--- config.mk ---
export PLATFORM = sky130hd
export DESIGN_NAME = eint_front
export DESIGN_NICKNAME = d
export VERILOG_FILES = /design/src/eint_pkg.sv /design/src/eint_sync_if.sv /design/src/eint_front.sv /design/src/eint_sync.sv
export SDC_FILE = /design/constraint.sdc
export NUM_CORES = 1
export LEC_CHECK = 0
export ABC_CLOCK_PERIOD_IN_PS = 4700
export BUFFER_PORTS_ARGS = -buffer_cell sky130_fd_sc_hd__buf_2
export CAP_MARGIN = 30
export CELL_PAD_IN_SITES_DETAIL_PLACEMENT = 0
export CELL_PAD_IN_SITES_GLOBAL_PLACEMENT = 1
export CORE_ASPECT_RATIO = 0.6
export CORE_MARGIN = 3
export CORE_UTILIZATION = 43
export CTS_BUF_LIST = sky130_fd_sc_hd__clkbuf_8
export DETAILED_ROUTE_END_ITERATION = 10
export HOLD_SLACK_MARGIN = 0.12
export PLACE_DENSITY = 0.9
export SLEW_MARGIN = 20
export SYNTH_ARGS = -nofsm -noshare
export SYNTH_HDL_FRONTEND = slang
export SYNTH_HIERARCHICAL = 1
export SYNTH_SLANG_ARGS = --single-unit
--- constraint.sdc ---
create_clock -name clk_sys -period 4.7 [get_ports clk_sys]
set_input_delay 0.94 -clock clk_sys [delete_from_list [all_inputs] [get_ports clk_sys]]
set_output_delay 0.94 -clock clk_sys [all_outputs]
set_load 0.005 [all_outputs]
--- src/eint_pkg.sv ---
// Purpose: shared constants for the external interrupt front end
// Assumes: 32-bit AXI4-Lite register bus, one aligned word per register
// Notes:   offsets, field positions, reset values and vector codes live here
package eint_pkg;
   // register byte offsets
   localparam logic [3:0] OFS_CTRL   = 4'h0;
   localparam logic [3:0] OFS_STATUS = 4'h4;
   localparam logic [3:0] OFS_MASK   = 4'h8;
   localparam logic [3:0] OFS_TAKEN  = 4'hC;

   // number of maskable request lines
   localparam int unsigned NREQ = 5;

   // control field positions
   localparam int unsigned CTRL_LEVEL_LSB = 0;   // [4:0] one = level, zero = edge
   localparam int unsigned CTRL_CASC0     = 8;   // request 0 cascade
   localparam int unsigned CTRL_CASC1     = 9;   // request 1 cascade
   localparam int unsigned CTRL_SLAVE     = 10;  // slave to external master
   localparam int unsigned CTRL_DEMOD     = 11;  // pulse width demodulation
   localparam int unsigned CTRL_IFLAG     = 12;  // processor interrupt-enable flag
   localparam int unsigned CTRL_W         = 13;

   // status field positions
   localparam int unsigned STAT_NMI = 5;          // nmi pending, read only

   // reset values
   localparam logic [CTRL_W-1:0] CTRL_RST = 13'h0000;
   localparam logic [NREQ-1:0]   MASK_RST = 5'h00;

   // synchroniser lane positions
   localparam int unsigned LN_NMI  = 5;
   localparam int unsigned LN_TMR0 = 6;
   localparam int unsigned LN_TMR1 = 7;
   localparam int unsigned NLANE   = 8;

   // vector table entry codes, arbitrary defaults
   localparam logic [7:0] VEC_NMI  = 8'h02;
   localparam logic [7:0] VEC_REQ0 = 8'h0C;

   // bus answers
   localparam logic [1:0] RESP_OKAY   = 2'h0;
   localparam logic [1:0] RESP_SLVERR = 2'h2;
endpackage

--- src/eint_sync_if.sv ---
// Purpose: carries raw pin levels into the synchroniser and clean levels out
// Assumes: single clock domain on the synchroniser side
// Notes:   width fixed at the lane count of the package
`timescale 1ns/1ps
interface eint_sync_if;
   import eint_pkg::*;
   logic [NLANE-1:0] raw;     // pin levels, asynchronous
   logic [NLANE-1:0] level;   // synchronised levels
   modport user (output raw, input level);
   modport sync (input raw, output level);
endinterface

--- src/eint_front.sv ---
// Purpose: pin front end of the interrupt unit with an AXI4-Lite register port
// Assumes: pins asynchronous, one clock clk_sys at 40 MHz, synchronous reset
// Notes:   nmi beats all maskable sources, has no mask bit and only a read-only status bit
// Function
// - synchronise requests; edge or level per input
// - unmasked request vectors to its own entry
// - request 0 cascade turns pin 2 into ack 0
// - request 1 cascade turns pin 3 into ack 1
// - slave mode drives request to external master
// - demod feeds timer0/req2 true, timer1/req4 inverted
// - demod mode ignores timer and request 4 pins
// - request 4 flags demod falling edge
// - pin 2 level mirrored into gpio bit 31
// - nmi highest, unmaskable, own vector
// - nmi has only a read-only status bit, no priority share
// - any taken interrupt clears interrupt-enable flag, except when a control write lands in the same cycle
// - nmi rising edge latched, taken at boundary
`timescale 1ns/1ps
module eint_front
   import eint_pkg::*;
(
   // clock and reset
   input  wire logic        clk_sys,
   input  wire logic        rst,
   // axi4-lite write address and data
   input  wire logic        s_axi_awvalid,
   output logic             s_axi_awready,
   input  wire logic [3:0]  s_axi_awaddr,
   input  wire logic        s_axi_wvalid,
   output logic             s_axi_wready,
   input  wire logic [31:0] s_axi_wdata,
   input  wire logic [3:0]  s_axi_wstrb,
   // axi4-lite write response
   output logic             s_axi_bvalid,
   input  wire logic        s_axi_bready,
   output logic [1:0]       s_axi_bresp,
   // axi4-lite read
   input  wire logic        s_axi_arvalid,
   output logic             s_axi_arready,
   input  wire logic [3:0]  s_axi_araddr,
   output logic             s_axi_rvalid,
   input  wire logic        s_axi_rready,
   output logic [31:0]      s_axi_rdata,
   output logic [1:0]       s_axi_rresp,
   // request pins
   input  wire logic        maskable_req_0,
   input  wire logic        maskable_req_1,
   input  wire logic        maskable_req_2,
   input  wire logic        maskable_req_3,
   input  wire logic        maskable_req_4,
   input  wire logic        nmi_in,
   input  wire logic        timer_input_0,
   input  wire logic        timer_input_1,
   // shared pin outputs, enable low while driving
   output logic             cascade_ack_0,
   output logic             cascade_ack_0_oe_n,
   output logic             pin3_out,
   output logic             pin3_oe_n,
   // cascade type from the peripheral
   input  wire logic [7:0]  cascade_type,
   // processor side
   input  wire logic        instr_boundary,
   output logic             take,
   output logic [7:0]       take_vector,
   output logic             select_seen,
   // timer feeds and gpio mirror
   output logic             timer_feed_0,
   output logic             timer_feed_1,
   output logic             gpio_bit_31,
   // interrupt line
   output logic             irq
);
   import eint_pkg::*;

   ////////////////////////////////////////////////////////////////////////
   // byte-lane merge, used by every writable register
   function automatic logic [31:0] merge(input logic [31:0] old, input logic [31:0] nw,
                                         input logic [3:0] strb);
      logic [31:0] m;
      m = old;
      for (int i = 0; i < 4; i++) begin
         if (strb[i]) m[i*8 +: 8] = nw[i*8 +: 8];
      end
      return m;
   endfunction

   ////////////////////////////////////////////////////////////////////////
   // synchroniser on every pin
   eint_sync_if sif ();
   assign sif.raw = {timer_input_1, timer_input_0, nmi_in, maskable_req_4,
                     maskable_req_3, maskable_req_2, maskable_req_1, maskable_req_0};
   eint_sync u_sync (
      .clk_sys (clk_sys),
      .rst     (rst),
      .sif     (sif)
   );
   // state
   logic [CTRL_W-1:0] ctrl_r;      // configuration
   logic [NREQ-1:0]   mask_r;      // one = source enabled
   logic [NREQ-1:0]   status_r;    // sticky pending bits
   logic [NLANE-1:0]  prev_r;      // last synchronised levels
   logic              nmi_pend_r;  // latched nmi edge
   logic              iflag_r;     // processor interrupt-enable flag
   logic [7:0]        taken_r;     // last vector taken
   logic              aw_got_r;
   logic              w_got_r;
   logic [3:0]        aw_addr_r;
   logic [31:0]       w_data_r;
   logic [3:0]        w_strb_r;
   ////////////////////////////////////////////////////////////////////////
   // mode decode
   wire casc0 = ctrl_r[CTRL_CASC0];
   wire casc1 = ctrl_r[CTRL_CASC1];
   wire slave = ctrl_r[CTRL_SLAVE];
   wire demod = ctrl_r[CTRL_DEMOD];
   wire [NREQ-1:0] lvl_mode = ctrl_r[CTRL_LEVEL_LSB +: NREQ];
   wire demod_lvl = sif.level[2];   // pin 2 doubles as demodulator input
   // source levels after pin muxing
   logic [NREQ-1:0] src;
   logic [NREQ-1:0] src_prev;
   always_comb begin
      src      = sif.level[NREQ-1:0];
      src_prev = prev_r[NREQ-1:0];
      if (slave) begin
         src[1]      = 1'b0;                // pin 1 is the select input
         src_prev[1] = 1'b0;
      end
      if (casc0) begin
         src[2]      = 1'b0;
         src_prev[2] = 1'b0;
      end
      if (casc1 || slave) begin
         src[3]      = 1'b0;
         src_prev[3] = 1'b0;
      end
      if (demod) begin
         src[4]      = ~demod_lvl;
         src_prev[4] = ~prev_r[2];
      end
   end
   // per-source event: level while high, or rising edge
   logic [NREQ-1:0] ev;
   genvar g;
   generate
      for (g = 0; g < NREQ; g++) begin : g_ev
         // demod forces request 4 to edge so it marks each falling edge once
         wire use_lvl = lvl_mode[g] && !(demod && g == 4);
         assign ev[g] = use_lvl ? src[g] : (src[g] && !src_prev[g]);
      end
   endgenerate
   wire nmi_edge = sif.level[LN_NMI] && !prev_r[LN_NMI];
   ////////////////////////////////////////////////////////////////////////
   // priority: nmi first, then lowest request index among enabled pending
   wire [NREQ-1:0] armed = status_r & mask_r;
   logic [2:0] pick;
   always_comb begin
      pick = 3'h0;
      for (int i = NREQ - 1; i >= 0; i--) begin
         if (armed[i]) begin
            pick = 3'(i);
         end
      end
   end
   wire take_nmi = instr_boundary && nmi_pend_r;
   wire take_msk = instr_boundary && !nmi_pend_r && iflag_r && |armed;
   wire take_any = take_nmi || take_msk;
   wire casc_take = take_msk && ((pick == 3'h0 && casc0) || (pick == 3'h1 && casc1));
   wire [7:0] vec_nxt = take_nmi ? VEC_NMI :
                        casc_take ? cascade_type : (VEC_REQ0 + 8'(pick));
   wire [NREQ-1:0] ack_clr = take_msk ? (NREQ'(1) << pick) : '0;

   ////////////////////////////////////////////////////////////////////////
   // register bus decode
   wire aw_take = s_axi_awvalid && s_axi_awready;
   wire w_take  = s_axi_wvalid && s_axi_wready;
   wire [3:0]  wa = aw_take ? s_axi_awaddr : aw_addr_r;
   wire [31:0] wd = w_take ? s_axi_wdata : w_data_r;
   wire [3:0]  ws = w_take ? s_axi_wstrb : w_strb_r;
   wire wr_go  = (aw_got_r || aw_take) && (w_got_r || w_take) && !s_axi_bvalid;
   wire wr_map = wa == OFS_CTRL || wa == OFS_STATUS || wa == OFS_MASK || wa == OFS_TAKEN;
   wire [31:0] ctrl_m  = merge(32'(ctrl_r), wd, ws);
   wire [31:0] mask_m  = merge(32'(mask_r), wd, ws);
   wire [31:0] w1c     = merge(32'h0000_0000, wd, ws);
   wire wr_ctrl   = wr_go && wa == OFS_CTRL;
   wire wr_status = wr_go && wa == OFS_STATUS;
   wire wr_mask   = wr_go && wa == OFS_MASK;

   // read mux
   wire ar_take = s_axi_arvalid && s_axi_arready;
   logic [31:0] rd_val;
   logic        rd_ok;
   always_comb begin
      rd_ok  = 1'b1;
      rd_val = 32'h0000_0000;
      unique case (s_axi_araddr)
         OFS_CTRL:   rd_val = 32'({iflag_r, ctrl_r[CTRL_W-2:0]});
         OFS_STATUS: rd_val = 32'({nmi_pend_r, status_r});
         OFS_MASK:   rd_val = 32'(mask_r);
         OFS_TAKEN:  rd_val = 32'(taken_r);
         default:    rd_ok  = 1'b0;        // unmapped answers slverr
      endcase
   end

   ////////////////////////////////////////////////////////////////////////
   // status, nmi latch and interrupt-enable flag
   always_ff @(posedge clk_sys) begin
      if (rst) begin
         status_r   <= '0;
         nmi_pend_r <= 1'b0;
         iflag_r    <= 1'b0;
         prev_r     <= '0;
         taken_r    <= 8'h00;
      end else begin
         prev_r <= sif.level;
         // set wins over both the bus clear and the acknowledge
         status_r <= (status_r & ~(wr_status ? w1c[NREQ-1:0] : '0) & ~ack_clr) | ev;
         // a fresh edge while the old one is taken keeps nmi pending
         nmi_pend_r <= nmi_edge || (nmi_pend_r && !take_nmi);
         if (wr_ctrl) begin
            iflag_r <= ctrl_m[CTRL_IFLAG];     // software sets it again
         end else if (take_any) begin
            iflag_r <= 1'b0;
         end
         taken_r <= take_any ? vec_nxt : taken_r;
      end
   end

   // configuration registers
   always_ff @(posedge clk_sys) begin
      if (rst) begin
         ctrl_r <= CTRL_RST;
         mask_r <= MASK_RST;
      end else begin
         ctrl_r <= wr_ctrl ? ctrl_m[CTRL_W-1:0] : ctrl_r;
         mask_r <= wr_mask ? mask_m[NREQ-1:0] : mask_r;
      end
   end

   ////////////////////////////////////////////////////////////////////////
   // write channel: address and data in either order, response after both
   always_ff @(posedge clk_sys) begin
      if (rst) begin
         aw_got_r      <= 1'b0;
         w_got_r       <= 1'b0;
         aw_addr_r     <= 4'h0;
         w_data_r      <= 32'h0000_0000;
         w_strb_r      <= 4'h0;
         s_axi_awready <= 1'b1;
         s_axi_wready  <= 1'b1;
         s_axi_bvalid  <= 1'b0;
         s_axi_bresp   <= RESP_OKAY;
      end else begin
         aw_addr_r <= aw_take ? s_axi_awaddr : aw_addr_r;
         w_data_r  <= w_take ? s_axi_wdata : w_data_r;
         w_strb_r  <= w_take ? s_axi_wstrb : w_strb_r;
         if (wr_go) begin
            aw_got_r      <= 1'b0;
            w_got_r       <= 1'b0;
            s_axi_awready <= 1'b0;
            s_axi_wready  <= 1'b0;
            s_axi_bvalid  <= 1'b1;
            s_axi_bresp   <= wr_map ? RESP_OKAY : RESP_SLVERR;
         end else begin
            if (aw_take) begin
               aw_got_r      <= 1'b1;
               s_axi_awready <= 1'b0;
            end
            if (w_take) begin
               w_got_r      <= 1'b1;
               s_axi_wready <= 1'b0;
            end
            if (s_axi_bvalid && s_axi_bready) begin
               s_axi_bvalid  <= 1'b0;
               s_axi_awready <= 1'b1;
               s_axi_wready  <= 1'b1;
            end
         end
      end
   end

   // read channel: one cycle from address to data
   always_ff @(posedge clk_sys) begin
      if (rst) begin
         s_axi_arready <= 1'b1;
         s_axi_rvalid  <= 1'b0;
         s_axi_rdata   <= 32'h0000_0000;
         s_axi_rresp   <= RESP_OKAY;
      end else if (ar_take) begin
         s_axi_arready <= 1'b0;
         s_axi_rvalid  <= 1'b1;
         s_axi_rdata   <= rd_val;
         s_axi_rresp   <= rd_ok ? RESP_OKAY : RESP_SLVERR;
      end else if (s_axi_rvalid && s_axi_rready) begin
         s_axi_rvalid  <= 1'b0;
         s_axi_arready <= 1'b1;
      end
   end

   ////////////////////////////////////////////////////////////////////////
   // pin outputs, processor strobes, timer feeds, interrupt line
   always_ff @(posedge clk_sys) begin
      if (rst) begin
         cascade_ack_0      <= 1'b0;
         cascade_ack_0_oe_n <= 1'b1;
         pin3_out           <= 1'b0;
         pin3_oe_n          <= 1'b1;
         take               <= 1'b0;
         take_vector        <= 8'h00;
         select_seen        <= 1'b0;
         timer_feed_0       <= 1'b0;
         timer_feed_1       <= 1'b0;
         gpio_bit_31        <= 1'b0;
         irq                <= 1'b0;
      end else begin
         cascade_ack_0      <= casc_take && pick == 3'h0;
         cascade_ack_0_oe_n <= !casc0;
         // slave request beats the cascade ack when both are set
         pin3_out  <= slave ? (iflag_r && |armed) : (casc_take && pick == 3'h1);
         pin3_oe_n <= !(casc1 || slave);
         take        <= take_any;
         take_vector <= take_any ? vec_nxt : take_vector;
         // select only counts once request 0 is already pending
         select_seen <= slave && sif.level[1] && status_r[0];
         timer_feed_0 <= demod ? demod_lvl : sif.level[LN_TMR0];
         timer_feed_1 <= demod ? ~demod_lvl : sif.level[LN_TMR1];
         gpio_bit_31  <= demod_lvl;
         irq          <= |armed;
      end
   end
endmodule

--- src/eint_sync.sv ---
// Purpose: two-stage synchroniser for every asynchronous request lane
// Assumes: lanes are independent levels
// Notes:   first stage is read only by the second stage
`timescale 1ns/1ps
module eint_sync
   import eint_pkg::*;
(
   // clock and reset
   input  wire logic clk_sys,
   input  wire logic rst,
   // lanes
   eint_sync_if.sync sif
);
   logic [NLANE-1:0] meta_r;   // first stage, may go metastable
   logic [NLANE-1:0] safe_r;   // second stage, safe to use

   ////////////////////////////////////////////////////////////////////////
   // two flip-flops per lane
   always_ff @(posedge clk_sys) begin
      if (rst) begin
         meta_r <= '0;
         safe_r <= '0;
      end else begin
         meta_r <= sif.raw;
         safe_r <= meta_r;
      end
   end

   assign sif.level = safe_r;
endmodule

==> results.py <==
metrics = {
    "setup_path": {
        "slowest_stage": "nor4_4",
        "path_cells": "buf_2 -> and2_1 -> o221ai_4 -> nor4_4 -> mux2_2",
        "slowest_delay_ns": 0.49,
        "crit_type": "in2reg",
        "path_max_fanout": 15,
        "path_delay_family": "simple AND/OR/NAND/NOR gates",
        "start_kind": "input pin",
        "worst-path-buf-inv": 1,
        "required_ns": 4.97,
        "end_kind": "flip-flop",
        "arrival_ns": 2.65,
    },
    "power_and_ir_drop": {
        "p_sw_mw": 0.4289,
        "p_int_mw": 1.316,
        "power_density_nw_per_um2": 340.0,
        "total_power_mw": 1.745,
        "ir_drop_uv": 193.9,
        "comb_power_share_pct": 10.3,
        "power_frac_seq_pct": 54.2,
        "leakage_nw": 2.145,
        "clkPwrFrac_pct": 35.5,
        "power_switching_share_pct": 24.58,
    },
    "grt": {
        "antenna_found_initial": 1,
        "grt_max_degree": 39,
        "gr-total-overflow": 0,
        "grt_pass1_wl_um": 17980,
        "grt_pass1_vias": 3511,
        "grt_usage_pct": 19.08,
    },
    "die": {
        "pin_count": 127,
        "fp.dieArea_sq_um": 11760,
        "initial_core_util_pct": 44.89,
        "die_width_um": 138.0,
        "num_rows": 28,
        "die_y_um": 85.23,
        "core_area_sq_um": 10020,
    },
    "drt": {
        "drt_iter0_drc": 338,
        "met2_length_um": 4852,
        "vias": 3689,
        "met1_length_um": 5351,
        "drtPass1Iterations": 4,
        "ant_nets": 0,
        "via_per_inst": 5.409,
        "post_drt_wl_per_cell_um": 16.54,
        "highest_layer": "met5",
        "drc": 0,
        "met3_length_um": 967,
        "wirelength_um": 11280,
    },
    "cts": {
        "cts_num_sinks": 105,
        "cts_tree": "done",
        "numCtsBuffers": 9,
        "clk-insertion-delay-late_ns": 0.38,
        "root_buffer": "clkbuf_8",
        "postCtsResizedCells": 0,
        "clk_pin_slew_ns": 0.09,
        "cts.htree.levels": 3,
        "cts_hold_buf": 0,
        "cts_setup_buffers": 0,
        "cts_buffer_depth": 2,
    },
    "logic_synthesis": {
        "synth_warnings": 6,
        "async_reset_ff_share_pct": 0,
        "synth_flop_cell": "dfxtp_1",
        "netlist_instances": 470,
        "synth_seq_cells": 105,
        "postSynthAreaPerCell_sq_um": 9.570,
        "synth_edf_count": 0,
        "synth_cell_type_count": 64,
        "yosysSeqAreaShare_pct": 46.73,
        "syn_area_sq_um": 4498,
    },
    "sta": {
        "setup_ws_ns": 2.316,
        "tightest_slew_ns": 0.7127,
        "post-route-min-period_ns": 2.384,
        "finalMaxSlewViolations": 0,
        "fin_setup_tns_ns": 0,
        "setup_viol": 0,
        "finalHoldViolCount": 0,
        "fin_crit_sh_pct": 50.72,
        "clock_skew_ns": 0.01022,
        "max_slew_margin_pct": 52.49,
        "rsz0062_at_grt": "false",
        "fmax_mhz": 419.5,
    },
    "placement": {
        "globalplace.congestion": 0.8925,
        "post_dp_cell_area_sq_um": 4910,
        "pre_cts_slack_ns": 1.924,
        "dp_hpwl_um": 8541,
        "port_buffers": 84,
    },
    "final_layout": {
        "syn2layout_area_growth_pct": 14.10,
        "antennaDiodeCount": 0,
        "fin_util_pct": 51.22,
        "drive_gt1_share_pct": 26.14,
        "final_area_sq_um": 5132,
        "n_fill_cell": 936,
        "nets": 610,
    },
    "min_path": {
        "hp-class": "reg2reg",
    },
    "run": {
        "max_cap_violations": 0,
    },
    "run_status": {
        "status": "completed",
    },
}
[worst paths after layout]
kind | from | to | slack (ns) | depth (start not counted)
setup / recovery | s_axi_awvalid | ctrl_r[9] | 2.32 | 5
hold / removal | u_sync/meta_r[3] | u_sync/sif.level[3] | 0.45 | 1
setup reg to reg | s_axi_awready | ctrl_r[9] | 2.47 | 4
hold reg to reg | u_sync/meta_r[3] | u_sync/sif.level[3] | 0.45 | 1
[flip-flops by register name, indices dropped and copies added, names as in the netlist, 2 cells and up]
signal and cells:
s_axi_rdata 13, take_vector 8, w_data_r 13, status_r 5
w_strb_r 2, aw_addr_r 4, prev_r 6, ctrl_r 13
mask_r 5, u_sync/meta_r 8, u_sync/sif.level 8
[per-layer routing]
metal  up-vias  GRT usage, %
met2       142         26.95
met3        13         7.658
li1       1777             -
met4         2         3.767
met1      1755         27.62
met5         -             0
[synthesized netlist by cell type, types with 6 or more instances]
| library cell | n | area (sq um) |
|---|---|---|
| a21oi_1 | 27 | 135.1 |
| a22oi_1 | 15 | 112.6 |
| a31oi_1 | 11 | 68.82 |
| and2b_2 | 6 | 52.55 |
| buf_4 | 22 | 165.2 |
| clkbuf_1 | 14 | 52.55 |
| dfxtp_1 | 105 | 2102 |
| inv_1 | 18 | 67.56 |
| mux2_2 | 9 | 101.4 |
| mux2i_1 | 14 | 140.1 |
| nand2_1 | 32 | 120.1 |
| nand2b_1 | 8 | 50.05 |
| nand3_1 | 16 | 80.08 |
| nor2_1 | 30 | 112.6 |
| nor2b_1 | 16 | 100.1 |
| nor2b_2 | 7 | 61.31 |
| nor3_1 | 13 | 65.06 |
| nor4_1 | 9 | 56.30 |
| o21ai_0 | 12 | 60.06 |
[cell usage in the layout, fill, tap and decap left out, drive strengths merged, types with 5 or more instances in the layout]
cell type | synthesis | final
nor2 | 30 | 30
nand3 | 16 | 16
nand2 | 32 | 32
buf | 34 | 89
dfxtp | 105 | 105
mux2 | 9 | 9
a22oi | 15 | 15
inv | 18 | 21
mux4 | 5 | 5
mux2i | 14 | 14
nor3 | 14 | 14
a21oi | 27 | 27
and2b | 6 | 6
conb | 1 | 21
o21ai | 12 | 12
nor2b | 23 | 23
nand2b | 8 | 8
nor4 | 10 | 10
a31oi | 11 | 11
clkbuf | 14 | 11
and2 | 6 | 6
[power by group through the flow]
stage               registers, mW  logic (mW)  clock network (mW)
CTS                         0.946       0.180               0.630
floorplan                   0.957       0.145                   0
global route                0.951       0.201               0.670
finish                      0.946       0.180               0.619
global placement            0.964       0.174                   0
detailed placement          0.966       0.179                   0
[area by class of cell]
cell class | instances | area (sq um) | share of cell area [%]
Sequential cell | 105 | 2102 | 40.96
Tap cell | 135 | 168.9 | 3.291
Inverter | 18 | 67.56 | 1.316
Timing Repair Buffer | 89 | 457.9 | 8.922
Clock buffer | 11 | 151.4 | 2.950
Multi-Input combinational cell | 319 | 2113 | 41.18
Clock inverter | 5 | 71.32 | 1.390
[stage by stage]
stage	instances	hold slack, ns
after global routing	682	0.4550
after CTS	682	0.4479
after floorplan	490	0.4108
after detailed placement	666	0.4284
after global placement	666	0.4225
final	682	0.4496
[cells by family (layout without fill, tap and decap cells)]
| logic type | after synthesis | in the layout | synth area share, % |
|---|---|---|---|
| AND/OR/NAND/NOR | 166 | 166 | 20.92 |
| flip-flops | 105 | 105 | 46.73 |
| AO/OA/AOI/OAI | 104 | 104 | 16.44 |
| buffers and inverters | 66 | 123 | 7.955 |
| multiplexers | 28 | 28 | 7.872 |
| other | 1 | 21 | 0.08337 |
No activity file was read; power rests on OpenSTA's default activity.
